$ cat src/rtl/timer_pkg.sv
package timer_pkg;

  // ---------------------------------------------------------------
  // register indices (byte address = 4 * index)
  // ---------------------------------------------------------------
  localparam logic [7:0] IDX_RUN_FLAG_CTRL = 8'h88;
  localparam logic [7:0] IDX_MODE_SELECT   = 8'h89;
  localparam logic [7:0] IDX_TIMER0_LOW    = 8'h8a;
  localparam logic [7:0] IDX_T1_COUNT_LOW  = 8'h8b;
  localparam logic [7:0] IDX_TIMER0_HIGH   = 8'h8c;
  localparam logic [7:0] IDX_T1_COUNT_HIGH = 8'h8d;
  localparam logic [7:0] IDX_IRQ_STATUS    = 8'h90;
  localparam logic [7:0] IDX_IRQ_MASK      = 8'h91;
  localparam logic [7:0] IDX_CLOCK_CONFIG  = 8'h92;

  // ---------------------------------------------------------------
  // field positions
  // ---------------------------------------------------------------
  localparam int FLD_TIMER1_OVERFLOW  = 7;
  localparam int FLD_TIMER1_RUN       = 6;
  localparam int FLD_TIMER0_OVERFLOW  = 5;
  localparam int FLD_TIMER0_RUN       = 4;
  localparam int STAT_TIMER0_OVERFLOW = 0;
  localparam int STAT_TIMER1_OVERFLOW = 1;
  localparam int CFG_SIX_CLOCK        = 0;

  // ---------------------------------------------------------------
  // reset values and bus answers
  // ---------------------------------------------------------------
  localparam logic [7:0] RESET_BYTE  = 8'h00;
  localparam logic [1:0] RESET_IRQ   = 2'b00;
  localparam logic [1:0] RESP_OKAY   = 2'b00;
  localparam logic [1:0] RESP_SLVERR = 2'b10;

  // ---------------------------------------------------------------
  // types
  // ---------------------------------------------------------------
  typedef enum logic [1:0] {
    mode_13bit,
    mode_16bit,
    mode_auto_reload,
    mode_split
  } mode_t;

  typedef struct packed {
    logic  gate;
    logic  count_src;
    mode_t mode;
  } timer_cfg_t;

endpackage

$ cat src/rtl/dual_timer_counter.sv
// Functional notes
// - mode 0 counts thirteen bits: high byte plus low byte bits 4..0.
// - timer counts only when run is set and gate is off or qualify pin high.
// - rollover to zero sets overflow flag and raises interrupt if unmasked.
// - count tick is half clock rate in twelve-clock mode, full in six-clock.
// - timer 1 in mode 3 holds its count frozen.
// - timer 0 mode 3 splits into two 8-bit counters; low uses timer 0 controls.
// - split low byte in external mode counts falling edges of count pin.
// - split high byte counts ticks, runs on timer 1 run, sets timer 1 flag.
// - with timer 0 split, timer 1 starts or stops by leaving or entering mode 3.
// - with timer 0 split, timer 1 runs modes 0-2 gated, without flag or run.
// - high and low count registers hold bits 15..8 and 7..0, read and write.
//
// The implementer's own choice: the AXI4-Lite interface to the registers.
`timescale 1ns/1ps
`default_nettype none
module dual_timer_counter
  import timer_pkg::*;
#(
  parameter int ADDR_WIDTH = 12
) (
  // clock and reset
  input  wire logic                  ref_clk,
  input  wire logic                  reset,
  // axi4-lite write
  input  wire logic [ADDR_WIDTH-1:0] s_axi_awaddr,
  input  wire logic                  s_axi_awvalid,
  output var  logic                  s_axi_awready,
  input  wire logic [31:0]           s_axi_wdata,
  input  wire logic [3:0]            s_axi_wstrb,
  input  wire logic                  s_axi_wvalid,
  output var  logic                  s_axi_wready,
  output var  logic [1:0]            s_axi_bresp,
  output var  logic                  s_axi_bvalid,
  input  wire logic                  s_axi_bready,
  // axi4-lite read
  input  wire logic [ADDR_WIDTH-1:0] s_axi_araddr,
  input  wire logic                  s_axi_arvalid,
  output var  logic                  s_axi_arready,
  output var  logic [31:0]           s_axi_rdata,
  output var  logic [1:0]            s_axi_rresp,
  output var  logic                  s_axi_rvalid,
  input  wire logic                  s_axi_rready,
  // pins
  input  wire logic                  timer0_count_pin,
  input  wire logic                  timer1_count_pin,
  input  wire logic                  qualify_pin_zero,
  input  wire logic                  qualify_pin_one,
  // interrupt
  output var  logic                  irq
);

  logic [7:0]       run_flag_reg, cfg_reg;
  logic [7:0]       cnt0_low_reg, cnt0_high_reg, cnt1_low_reg, cnt1_high_reg;
  timer_cfg_t       cfg0, cfg1;
  logic [1:0]       stat_reg, mask_reg;
  logic             six_clock_reg, tick_reg;
  logic [2:0]       pin0_sync, pin1_sync;
  logic             fall0, fall1;
  logic             inc0, inc_h0, inc1, split0;
  logic             ovf0, ovf1;
  logic [16:0]      r0, r1;
  logic [8:0]       c8l, c8h;
  logic [7:0]       cnt0_low_next, cnt0_high_next, cnt1_low_next, cnt1_high_next;
  logic [ADDR_WIDTH-1:0] awaddr_reg;
  logic [7:0]       wdata_reg;
  logic             wstrb_reg, wr_en;
  logic [7:0]       widx, ridx, rd_byte;
  logic             rd_hit, wr_hit;

  // ---------------------------------------------------------------
  // tick and pin synchronisers
  // ---------------------------------------------------------------
  always_ff @(posedge ref_clk) begin
    if (reset) begin
      tick_reg <= 1'b0;
    end else begin
      tick_reg <= six_clock_reg | ~tick_reg;
    end
  end

  // third stage only feeds the edge detector, never the first stage
  always_ff @(posedge ref_clk) begin
    if (reset) begin
      pin0_sync <= 3'b000;
      pin1_sync <= 3'b000;
    end else begin
      pin0_sync <= {pin0_sync[1:0], timer0_count_pin};
      pin1_sync <= {pin1_sync[1:0], timer1_count_pin};
    end
  end

  assign fall0 = pin0_sync[2] & ~pin0_sync[1];
  assign fall1 = pin1_sync[2] & ~pin1_sync[1];

  // ---------------------------------------------------------------
  // count logic
  // ---------------------------------------------------------------
  function automatic logic [16:0] bump(input mode_t m, input logic [7:0] lo,
                                       input logic [7:0] hi, input logic inc);
    logic [13:0] c13;
    logic [16:0] c16;
    logic [8:0]  c8;
    c13  = {1'b0, hi, lo[4:0]} + 14'd1;
    c16  = {1'b0, hi, lo} + 17'd1;
    c8   = {1'b0, lo} + 9'd1;
    bump = {1'b0, hi, lo};
    if (inc) begin
      case (m)
        mode_13bit:       bump = {c13[13], c13[12:5], lo[7:5], c13[4:0]};
        mode_16bit:       bump = c16;
        mode_auto_reload: bump = {c8[8], hi, c8[8] ? hi : c8[7:0]};
        default:          bump = {1'b0, hi, lo};
      endcase
    end
  endfunction

  assign cfg0   = timer_cfg_t'(cfg_reg[3:0]);
  assign cfg1   = timer_cfg_t'(cfg_reg[7:4]);
  assign split0 = (cfg0.mode == mode_split);

  assign inc0 = run_flag_reg[FLD_TIMER0_RUN] & (~cfg0.gate | qualify_pin_zero)
              & (cfg0.count_src ? fall0 : tick_reg);
  assign inc_h0 = split0 & run_flag_reg[FLD_TIMER1_RUN] & tick_reg;
  // timer 1 loses its run bit to the split high byte; mode 3 then stops it
  assign inc1 = (split0 | run_flag_reg[FLD_TIMER1_RUN]) & (cfg1.mode != mode_split)
              & (~cfg1.gate | qualify_pin_one)
              & (cfg1.count_src ? fall1 : tick_reg);

  assign c8l = {1'b0, cnt0_low_reg} + {8'h00, inc0};
  assign c8h = {1'b0, cnt0_high_reg} + {8'h00, inc_h0};
  assign r0  = bump(cfg0.mode, cnt0_low_reg, cnt0_high_reg, inc0);
  assign r1  = bump(cfg1.mode, cnt1_low_reg, cnt1_high_reg, inc1);

  always_comb begin
    if (split0) begin
      cnt0_low_next  = c8l[7:0];
      cnt0_high_next = c8h[7:0];
      ovf0           = c8l[8];
      ovf1           = c8h[8];
    end else begin
      cnt0_low_next  = r0[7:0];
      cnt0_high_next = r0[15:8];
      ovf0           = r0[16];
      ovf1           = r1[16];
    end
    cnt1_low_next  = r1[7:0];
    cnt1_high_next = r1[15:8];
  end

  // ---------------------------------------------------------------
  // axi4-lite slave
  // ---------------------------------------------------------------
  assign wr_en = ~s_axi_awready & ~s_axi_wready & ~s_axi_bvalid;
  assign widx  = awaddr_reg[9:2];
  assign ridx  = s_axi_araddr[9:2];

  always_ff @(posedge ref_clk) begin
    if (reset) begin
      s_axi_awready <= 1'b1;
      s_axi_wready  <= 1'b1;
      s_axi_bvalid  <= 1'b0;
      s_axi_bresp   <= RESP_OKAY;
      awaddr_reg    <= '0;
      wdata_reg     <= RESET_BYTE;
      wstrb_reg     <= 1'b0;
    end else begin
      if (s_axi_awvalid && s_axi_awready) begin
        s_axi_awready <= 1'b0;
        awaddr_reg    <= s_axi_awaddr;
      end
      if (s_axi_wvalid && s_axi_wready) begin
        s_axi_wready <= 1'b0;
        wdata_reg    <= s_axi_wdata[7:0];
        wstrb_reg    <= s_axi_wstrb[0];
      end
      if (wr_en) begin
        s_axi_bvalid <= 1'b1;
        s_axi_bresp  <= wr_hit ? RESP_OKAY : RESP_SLVERR;
      end
      if (s_axi_bvalid && s_axi_bready) begin
        s_axi_bvalid  <= 1'b0;
        s_axi_awready <= 1'b1;
        s_axi_wready  <= 1'b1;
      end
    end
  end

  always_comb begin
    wr_hit = 1'b1;
    case (widx)
      IDX_RUN_FLAG_CTRL, IDX_MODE_SELECT, IDX_TIMER0_LOW, IDX_T1_COUNT_LOW,
      IDX_TIMER0_HIGH, IDX_T1_COUNT_HIGH, IDX_IRQ_STATUS, IDX_IRQ_MASK,
      IDX_CLOCK_CONFIG: wr_hit = (awaddr_reg[ADDR_WIDTH-1:10] == '0);
      default:          wr_hit = 1'b0;
    endcase
  end

  function automatic logic wr_at(input logic [7:0] idx);
    wr_at = wr_en & wr_hit & wstrb_reg & (widx == idx);
  endfunction

  always_comb begin
    rd_hit  = (s_axi_araddr[ADDR_WIDTH-1:10] == '0);
    rd_byte = RESET_BYTE;
    case (ridx)
      IDX_RUN_FLAG_CTRL: rd_byte = run_flag_reg;
      IDX_MODE_SELECT:   rd_byte = cfg_reg;
      IDX_TIMER0_LOW:    rd_byte = cnt0_low_reg;
      IDX_T1_COUNT_LOW:  rd_byte = cnt1_low_reg;
      IDX_TIMER0_HIGH:   rd_byte = cnt0_high_reg;
      IDX_T1_COUNT_HIGH: rd_byte = cnt1_high_reg;
      IDX_IRQ_STATUS:    rd_byte = {6'b000000, stat_reg};
      IDX_IRQ_MASK:      rd_byte = {6'b000000, mask_reg};
      IDX_CLOCK_CONFIG:  rd_byte = {7'b0000000, six_clock_reg};
      default:           rd_hit  = 1'b0;
    endcase
  end

  always_ff @(posedge ref_clk) begin
    if (reset) begin
      s_axi_arready <= 1'b1;
      s_axi_rvalid  <= 1'b0;
      s_axi_rdata   <= '0;
      s_axi_rresp   <= RESP_OKAY;
    end else begin
      if (s_axi_arvalid && s_axi_arready) begin
        s_axi_arready <= 1'b0;
        s_axi_rvalid  <= 1'b1;
        s_axi_rdata   <= {24'h00_0000, rd_hit ? rd_byte : RESET_BYTE};
        s_axi_rresp   <= rd_hit ? RESP_OKAY : RESP_SLVERR;
      end
      if (s_axi_rvalid && s_axi_rready) begin
        s_axi_rvalid  <= 1'b0;
        s_axi_arready <= 1'b1;
      end
    end
  end

  // ---------------------------------------------------------------
  // registers; a software write to a count byte wins over counting
  // ---------------------------------------------------------------
  always_ff @(posedge ref_clk) begin
    if (reset) begin
      cnt0_low_reg  <= RESET_BYTE;
      cnt0_high_reg <= RESET_BYTE;
      cnt1_low_reg  <= RESET_BYTE;
      cnt1_high_reg <= RESET_BYTE;
    end else begin
      cnt0_low_reg  <= wr_at(IDX_TIMER0_LOW)    ? wdata_reg : cnt0_low_next;
      cnt0_high_reg <= wr_at(IDX_TIMER0_HIGH)   ? wdata_reg : cnt0_high_next;
      cnt1_low_reg  <= wr_at(IDX_T1_COUNT_LOW)  ? wdata_reg : cnt1_low_next;
      cnt1_high_reg <= wr_at(IDX_T1_COUNT_HIGH) ? wdata_reg : cnt1_high_next;
    end
  end

  // overflow set wins over a software write of zero
  always_ff @(posedge ref_clk) begin
    if (reset) begin
      run_flag_reg <= RESET_BYTE;
    end else begin
      if (wr_at(IDX_RUN_FLAG_CTRL)) begin
        run_flag_reg <= wdata_reg;
      end
      if (ovf0) begin
        run_flag_reg[FLD_TIMER0_OVERFLOW] <= 1'b1;
      end
      if (ovf1) begin
        run_flag_reg[FLD_TIMER1_OVERFLOW] <= 1'b1;
      end
    end
  end

  always_ff @(posedge ref_clk) begin
    if (reset) begin
      cfg_reg       <= RESET_BYTE;
      mask_reg      <= RESET_IRQ;
      six_clock_reg <= 1'b0;
    end else begin
      if (wr_at(IDX_MODE_SELECT)) begin
        cfg_reg <= wdata_reg;
      end
      if (wr_at(IDX_IRQ_MASK)) begin
        mask_reg <= wdata_reg[1:0];
      end
      if (wr_at(IDX_CLOCK_CONFIG)) begin
        six_clock_reg <= wdata_reg[CFG_SIX_CLOCK];
      end
    end
  end

  // ---------------------------------------------------------------
  // interrupt
  // ---------------------------------------------------------------
  always_ff @(posedge ref_clk) begin
    if (reset) begin
      stat_reg <= RESET_IRQ;
      irq      <= 1'b0;
    end else begin
      stat_reg <= (stat_reg & ~(wr_at(IDX_IRQ_STATUS) ? wdata_reg[1:0] : 2'b00))
                | {ovf1, ovf0};
      irq      <= |(stat_reg & mask_reg);
    end
  end

  logic quiet;
  assign quiet = ~wr_en;
endmodule
`default_nettype wire

$ cat config.mk
export PLATFORM = sky130hd
export DESIGN_NAME = dual_timer_counter
export DESIGN_NICKNAME = d
export VERILOG_FILES = /design/src/rtl/timer_pkg.sv /design/src/rtl/dual_timer_counter.sv
export SDC_FILE = /design/constraint.sdc
export NUM_CORES = 1
export LEC_CHECK = 0
export BUFFER_PORTS_ARGS = -buffer_cell sky130_fd_sc_hd__clkbuf_2
export CAP_MARGIN = 20
export CORE_MARGIN = 10
export CORE_UTILIZATION = 50
export CTS_BUF_LIST = sky130_fd_sc_hd__clkbuf_4 sky130_fd_sc_hd__clkbuf_8 sky130_fd_sc_hd__clkbuf_16
export DETAILED_ROUTE_END_ITERATION = 8
export GPL_TIMING_DRIVEN = 0
export PLACE_DENSITY = 0.75
export SYNTH_ARGS = -nofsm -noshare
export SYNTH_HDL_FRONTEND = slang
export SYNTH_SLANG_ARGS = --single-unit
$ cat constraint.sdc
create_clock -name ref_clk -period 2.6 [get_ports ref_clk]
set_input_delay 0.26 -clock ref_clk [delete_from_list [all_inputs] [get_ports ref_clk]]
set_output_delay 0.26 -clock ref_clk [all_outputs]
set_load 0.1 [all_outputs]
=== Word level (Yosys, flattened, before mapping) ===
Index checks and enable logic that the tools add are counted.
Widths: inputs -> output; s select.

* Register bits: 99
* Input port bits: 71
* Logic and storage cells: 160

* Add/subtract/negate cells: 8
* Equality and inequality tests: 28
* Multiplexer cells: 26
* Bitwise operators: 38
* Reductions and logical operators: 32

{| class="wikitable"
|+ Operator list
! kind !! number
|-
| $eq 8x8->1 const B || 18
|-
| $pmux 17 s3 || 2
|-
| $mux 8 || 10
|-
| $pmux 8 s9 || 1
|-
| $add 16x1->17 const B || 2
|-
| $mux 17 || 2
|-
| $add 13x1->14 const B || 2
|-
| $and 1x1->1 || 22
|-
| $add 8x1->9 || 2
|-
| $add 8x1->9 const B || 2
|-
| $reduce_or 9->1 || 2
|-
| $reduce_and 3->1 || 4
|-
| $reduce_bool 3->1 || 4
|-
| $reduce_bool 4->1 || 3
|-
| $logic_not 2->1 || 4
|-
| $mux 1 || 8
|-
| $not 1->1 || 8
|-
| $reduce_bool 2->1 || 4
|-
| $eq 2x2->1 const B || 3
|-
| $mux 2 || 3
|-
| $ne 2x2->1 const B || 3
|-
| $ne 3x3->1 const B || 2
|-
| $reduce_or 2->1 || 3
|-
| $logic_and 1x1->1 || 5
|-
| 7 further kinds || 13
|}

=== Depth between registers and ports, before layout ===
* Depth in word-level cells: 10
* Mapped depth: 12

=== Least setup slack after synthesis ===
No wires, ideal clock.

* Path kind: register to register
* From: reg cfg_reg[0]
* To: reg cnt0_high_reg[4]
* Library setup time: 123 ps
* Data arrival time: 2366 ps
* Data required time: 2477 ps
* Slack: 111 ps
* Cell stages (with the launch flop): 13
* Buffers on the path: 2
* Period minus slack after synthesis: 2489 ps
* Path through: dfxtp_1 -> ha_1 -> clkbuf_1 -> buf_1 -> and3_1 -> ha_1 -> ha_1 -> nand3_1 -> xnor2_1 -> a21oi_1 -> o211a_1 -> o21a_1 -> o21ai_0

* Word-level cells in the longest chain between the ends: 6

{| class="wikitable"
|+ Ends and longest elaborated chain
! element !! RTL line !! text
|-
| from (decl) || dual_timer_counter.sv:53 || <nowiki>logic [7:0] run_flag_reg, cfg_reg;</nowiki>
|-
| from (signal assigned) || dual_timer_counter.sv:281 || <nowiki>cfg_reg <= wdata_reg;</nowiki>
|-
| $eq 2x2->1 || dual_timer_counter.sv:120 || <nowiki>assign split0 = (cfg0.mode == mode_split);</nowiki>
|-
| $and 1x1->1 (2 in a row) || dual_timer_counter.sv:124 || <nowiki>assign inc_h0 = split0 & run_flag_reg[FLD_TIMER1_RUN] & tick_reg;</nowiki>
|-
| $add 8x1->9 || dual_timer_counter.sv:131 || <nowiki>assign c8h = {1'b0, cnt0_high_reg} + {8'h00, inc_h0};</nowiki>
|-
| $mux 8 || dual_timer_counter.sv:136 || <nowiki>if (split0) begin</nowiki>
|-
| $mux 8 || dual_timer_counter.sv:251 || <nowiki>cnt0_high_reg <= wr_at(IDX_TIMER0_HIGH) ? wdata_reg : cnt0_high_next;</nowiki>
|-
| to (signal assigned) || dual_timer_counter.sv:251 ||
|-
| to (decl) || dual_timer_counter.sv:54 || <nowiki>logic [7:0] cnt0_low_reg, cnt0_high_reg, cnt1_low_reg, cnt1_high_reg;</nowiki>
|}

Parallel ways exist; a longest one is shown, timed or not. The select of a mux whose other input is x is not followed.
A chain may end at the register's enable or synchronous reset.

=== Worst setup path after layout ===
Ends and elaborated chain as after synthesis.

==> out/metrics.csv <==
metric,value,unit
final worst path period share,96.8,%
CP arrival,2.75,ns
Final GP Congestion,0.975,
CTS HTree Levels,3,
hold path startpoint,s_axi_awvalid,
CP startpoint kind,flop,
Initial Utilization,51.1,%
post-DP HPWL,15900,um
Ports,113,
met2 WL,9910,um
DR vias,6902,
post-synth cell types,76,
Total GRT Usage,23.3,%
final core occ,58.6,%
Crit. End Element,flop,
CTS tree,done,
Slew Limit Fails,0,
Synth warnings,0,
Area Growth Syn to Fin,14.8,%
Routed Antenna Nets,0,
Least-Margin Pin Slew,0.815,ns
Clock Pin Slew Worst Setup and Hold Paths,0.07,ns
Post-Place Cells,1087,
sequential-to-total area share from yosys stat,29.5,%
setup TNS,0,ns
clk_skew,0.00765,ns
post-synth top area share,29.5,%
Crit Path Class,reg -> reg,
outcome,"complete, no violations",
Main synth FF type,dfxtp_1,
WL per Instance,19.7,um
Yosys top cell by area,dfxtp_1,
pre-CTS WS,-0.579,ns
pin count of the biggest net entering global routing,19,
Synth area leaders,"dfxtp_1, nand2_1, nor2_1, a21oi_1, mux2i_1",
vias in the first global route,6352,
DR iter-0 viols,978,
Worst Hold Class,in -> reg,
clock tree buffer depth,2,
# clock sinks,95,
Worst-Skew Late Latency,0.35,ns
antenna violations before repair,0,
number of synthesized flops with an enable pin,0,
Setup Viol. Count Final,0,
Chip Height,134,um
remaining routing DRC violations,0,
first-pass GRT wire length,34100,um
num rows,41,
Hold WS,0.109,ns
Tmin final,2.52,ns
die area,0.0178,mm2
M1 WL,8860,um
FMAX,397,MHz
FILL cells,1227,
DR top layer,met4,
"count leader, synth",nand2_1,
power density over the cells,456,mW/mm2
Avg Inst Size Synth,7.70,um2
Fin. Hold Viols,0,
nets,1012,
core area,0.0126,mm2
most frequent cells after synthesis,"nand2_1, dfxtp_1, nor2_1",
Netlist Area Pre-Place,0.00644,mm2
cell count after synthesis,837,
TritonCTS Buffers,9,
"flops & latches, synth",95,
crit path max fanout,10,
fin cells,1103,
Hold Buf Count CTS,0,
share of layout cells above drive strength 1,17.8,%
Post-CTS Setup Inserts,0,
max reg flops,10,
Critical path origin,cfg_reg[0]$_SDFFE_PP0P_,
number of port buffers,53,
leakage power,0.00273,uW
CTS Root Cell,clkbuf_16,
DRT Pass-1 Iters,8,
worst ir drop on vdd,0.000384,V
met3 WL post-DR,2020,um
final setup margin,0.0835,ns
Avg Vias per Cell,6.26,
Slew headroom,45.3,%
chip width,134,um
Post-synth ARST share,0,%
total grt overflow,0,
Total Wirelength,21800,um
reg2reg start,cfg_reg[0]$_SDFFE_PP0P_,
ANT cells,0,
Max-Cap Viols,0,
CP Data Required Time,2.83,ns
## layout make-up
| class | instances | area, um2 | share of cell area, % |
|---|---|---|---|
| Multi-Input combinational cell | 659 | 4140 | 56.0 |
| Buffer | 84 | 462 | 6.24 |
| Timing Repair Buffer | 53 | 265 | 3.59 |
| Sequential cell | 95 | 1910 | 25.8 |
| Tap cell | 172 | 215 | 2.91 |
| Clock inverter | 7 | 86.3 | 1.17 |
| Clock buffer | 9 | 225 | 3.05 |
| Inverter | 24 | 90.1 | 1.22 |
## what timing repair did
| action | in CTS | in global routing |
|---|---|---|
| setup endpoints to repair | 9 | 14 |
| pin swaps | 0 | 1 |
| gates resized for setup | 8 | 15 |
## where the power goes
| part | internal [uW] | switching [uW] |
|---|---|---|
| clock | 767 | 628 |
| combinational | 101 | 357 |
| sequential | 1480 | 38.1 |
| total | 2350 | 1020 |
## routing by layer
metal / global-route usage, % / vias up
met5: 0 / -
met4: 9.49 / 0
met3: 3.27 / 84
met2: 37.7 / 423
met1: 30.4 / 3207
li1: - / 3188
## per-stage QoR
stage	cell area [um2]	power, uW
after floorplan	6540	1910
after global placement	7020	2000
after detailed placement	7020	2000
after CTS	7350	3370
after global routing	7390	3450
final	7390	3370
## logic make-up (layout without fill, tap and decap cells)
family	Yosys count	in the layout	synth area share, %
other	1	26	0.0582
adder cells (fa/ha/maj)	15	15	2.91
multiplexers	38	38	7.03
XOR/XNOR	17	17	2.31
buffers and inverters	108	177	8.33
flip-flops	95	95	29.5
AND/OR/NAND/NOR	339	339	26.5
AO/OA/AOI/OAI	224	224	23.3
## placed cells by master, fill, tap and decap left out, drive strengths merged, types with 13 or more instances in the layout
cell type,netlist,layout
a21oi,59,59
a22oi,14,14
buf,48,49
clkbuf,36,97
conb,1,26
dfxtp,95,95
ha,15,15
inv,24,28
mux2i,25,25
nand2,96,96
nand3,50,50
nand4,14,14
nor2,88,88
nor2b,13,13
nor3,15,15
o21ai,47,47
xnor2,15,15
## worst paths after layout
kind	to	slack (ns)	cells after the start
min	s_axi_awready$_SDFFE_PP1P_	0.11	2
max	cnt0_high_reg[4]$_SDFFE_PP0P_	0.08	12
max reg2reg	cnt0_high_reg[4]$_SDFFE_PP0P_	0.08	12
min reg2reg	pin1_sync[1]$_SDFF_PP0_	0.44	1
## critical path: stages (launching register included)
cell	delay (ns)
dfxtp_2	0.39
ha_2	0.23
buf_6	0.16
buf_6	0.15
and3_1	0.19
ha_2	0.20
ha_2	0.22
nand3_2	0.16
xnor2_1	0.19
a21oi_1	0.17
o211a_1	0.15
o21a_1	0.11
o21ai_0	0.08
Note: power is estimated with default switching activity, not from simulation.
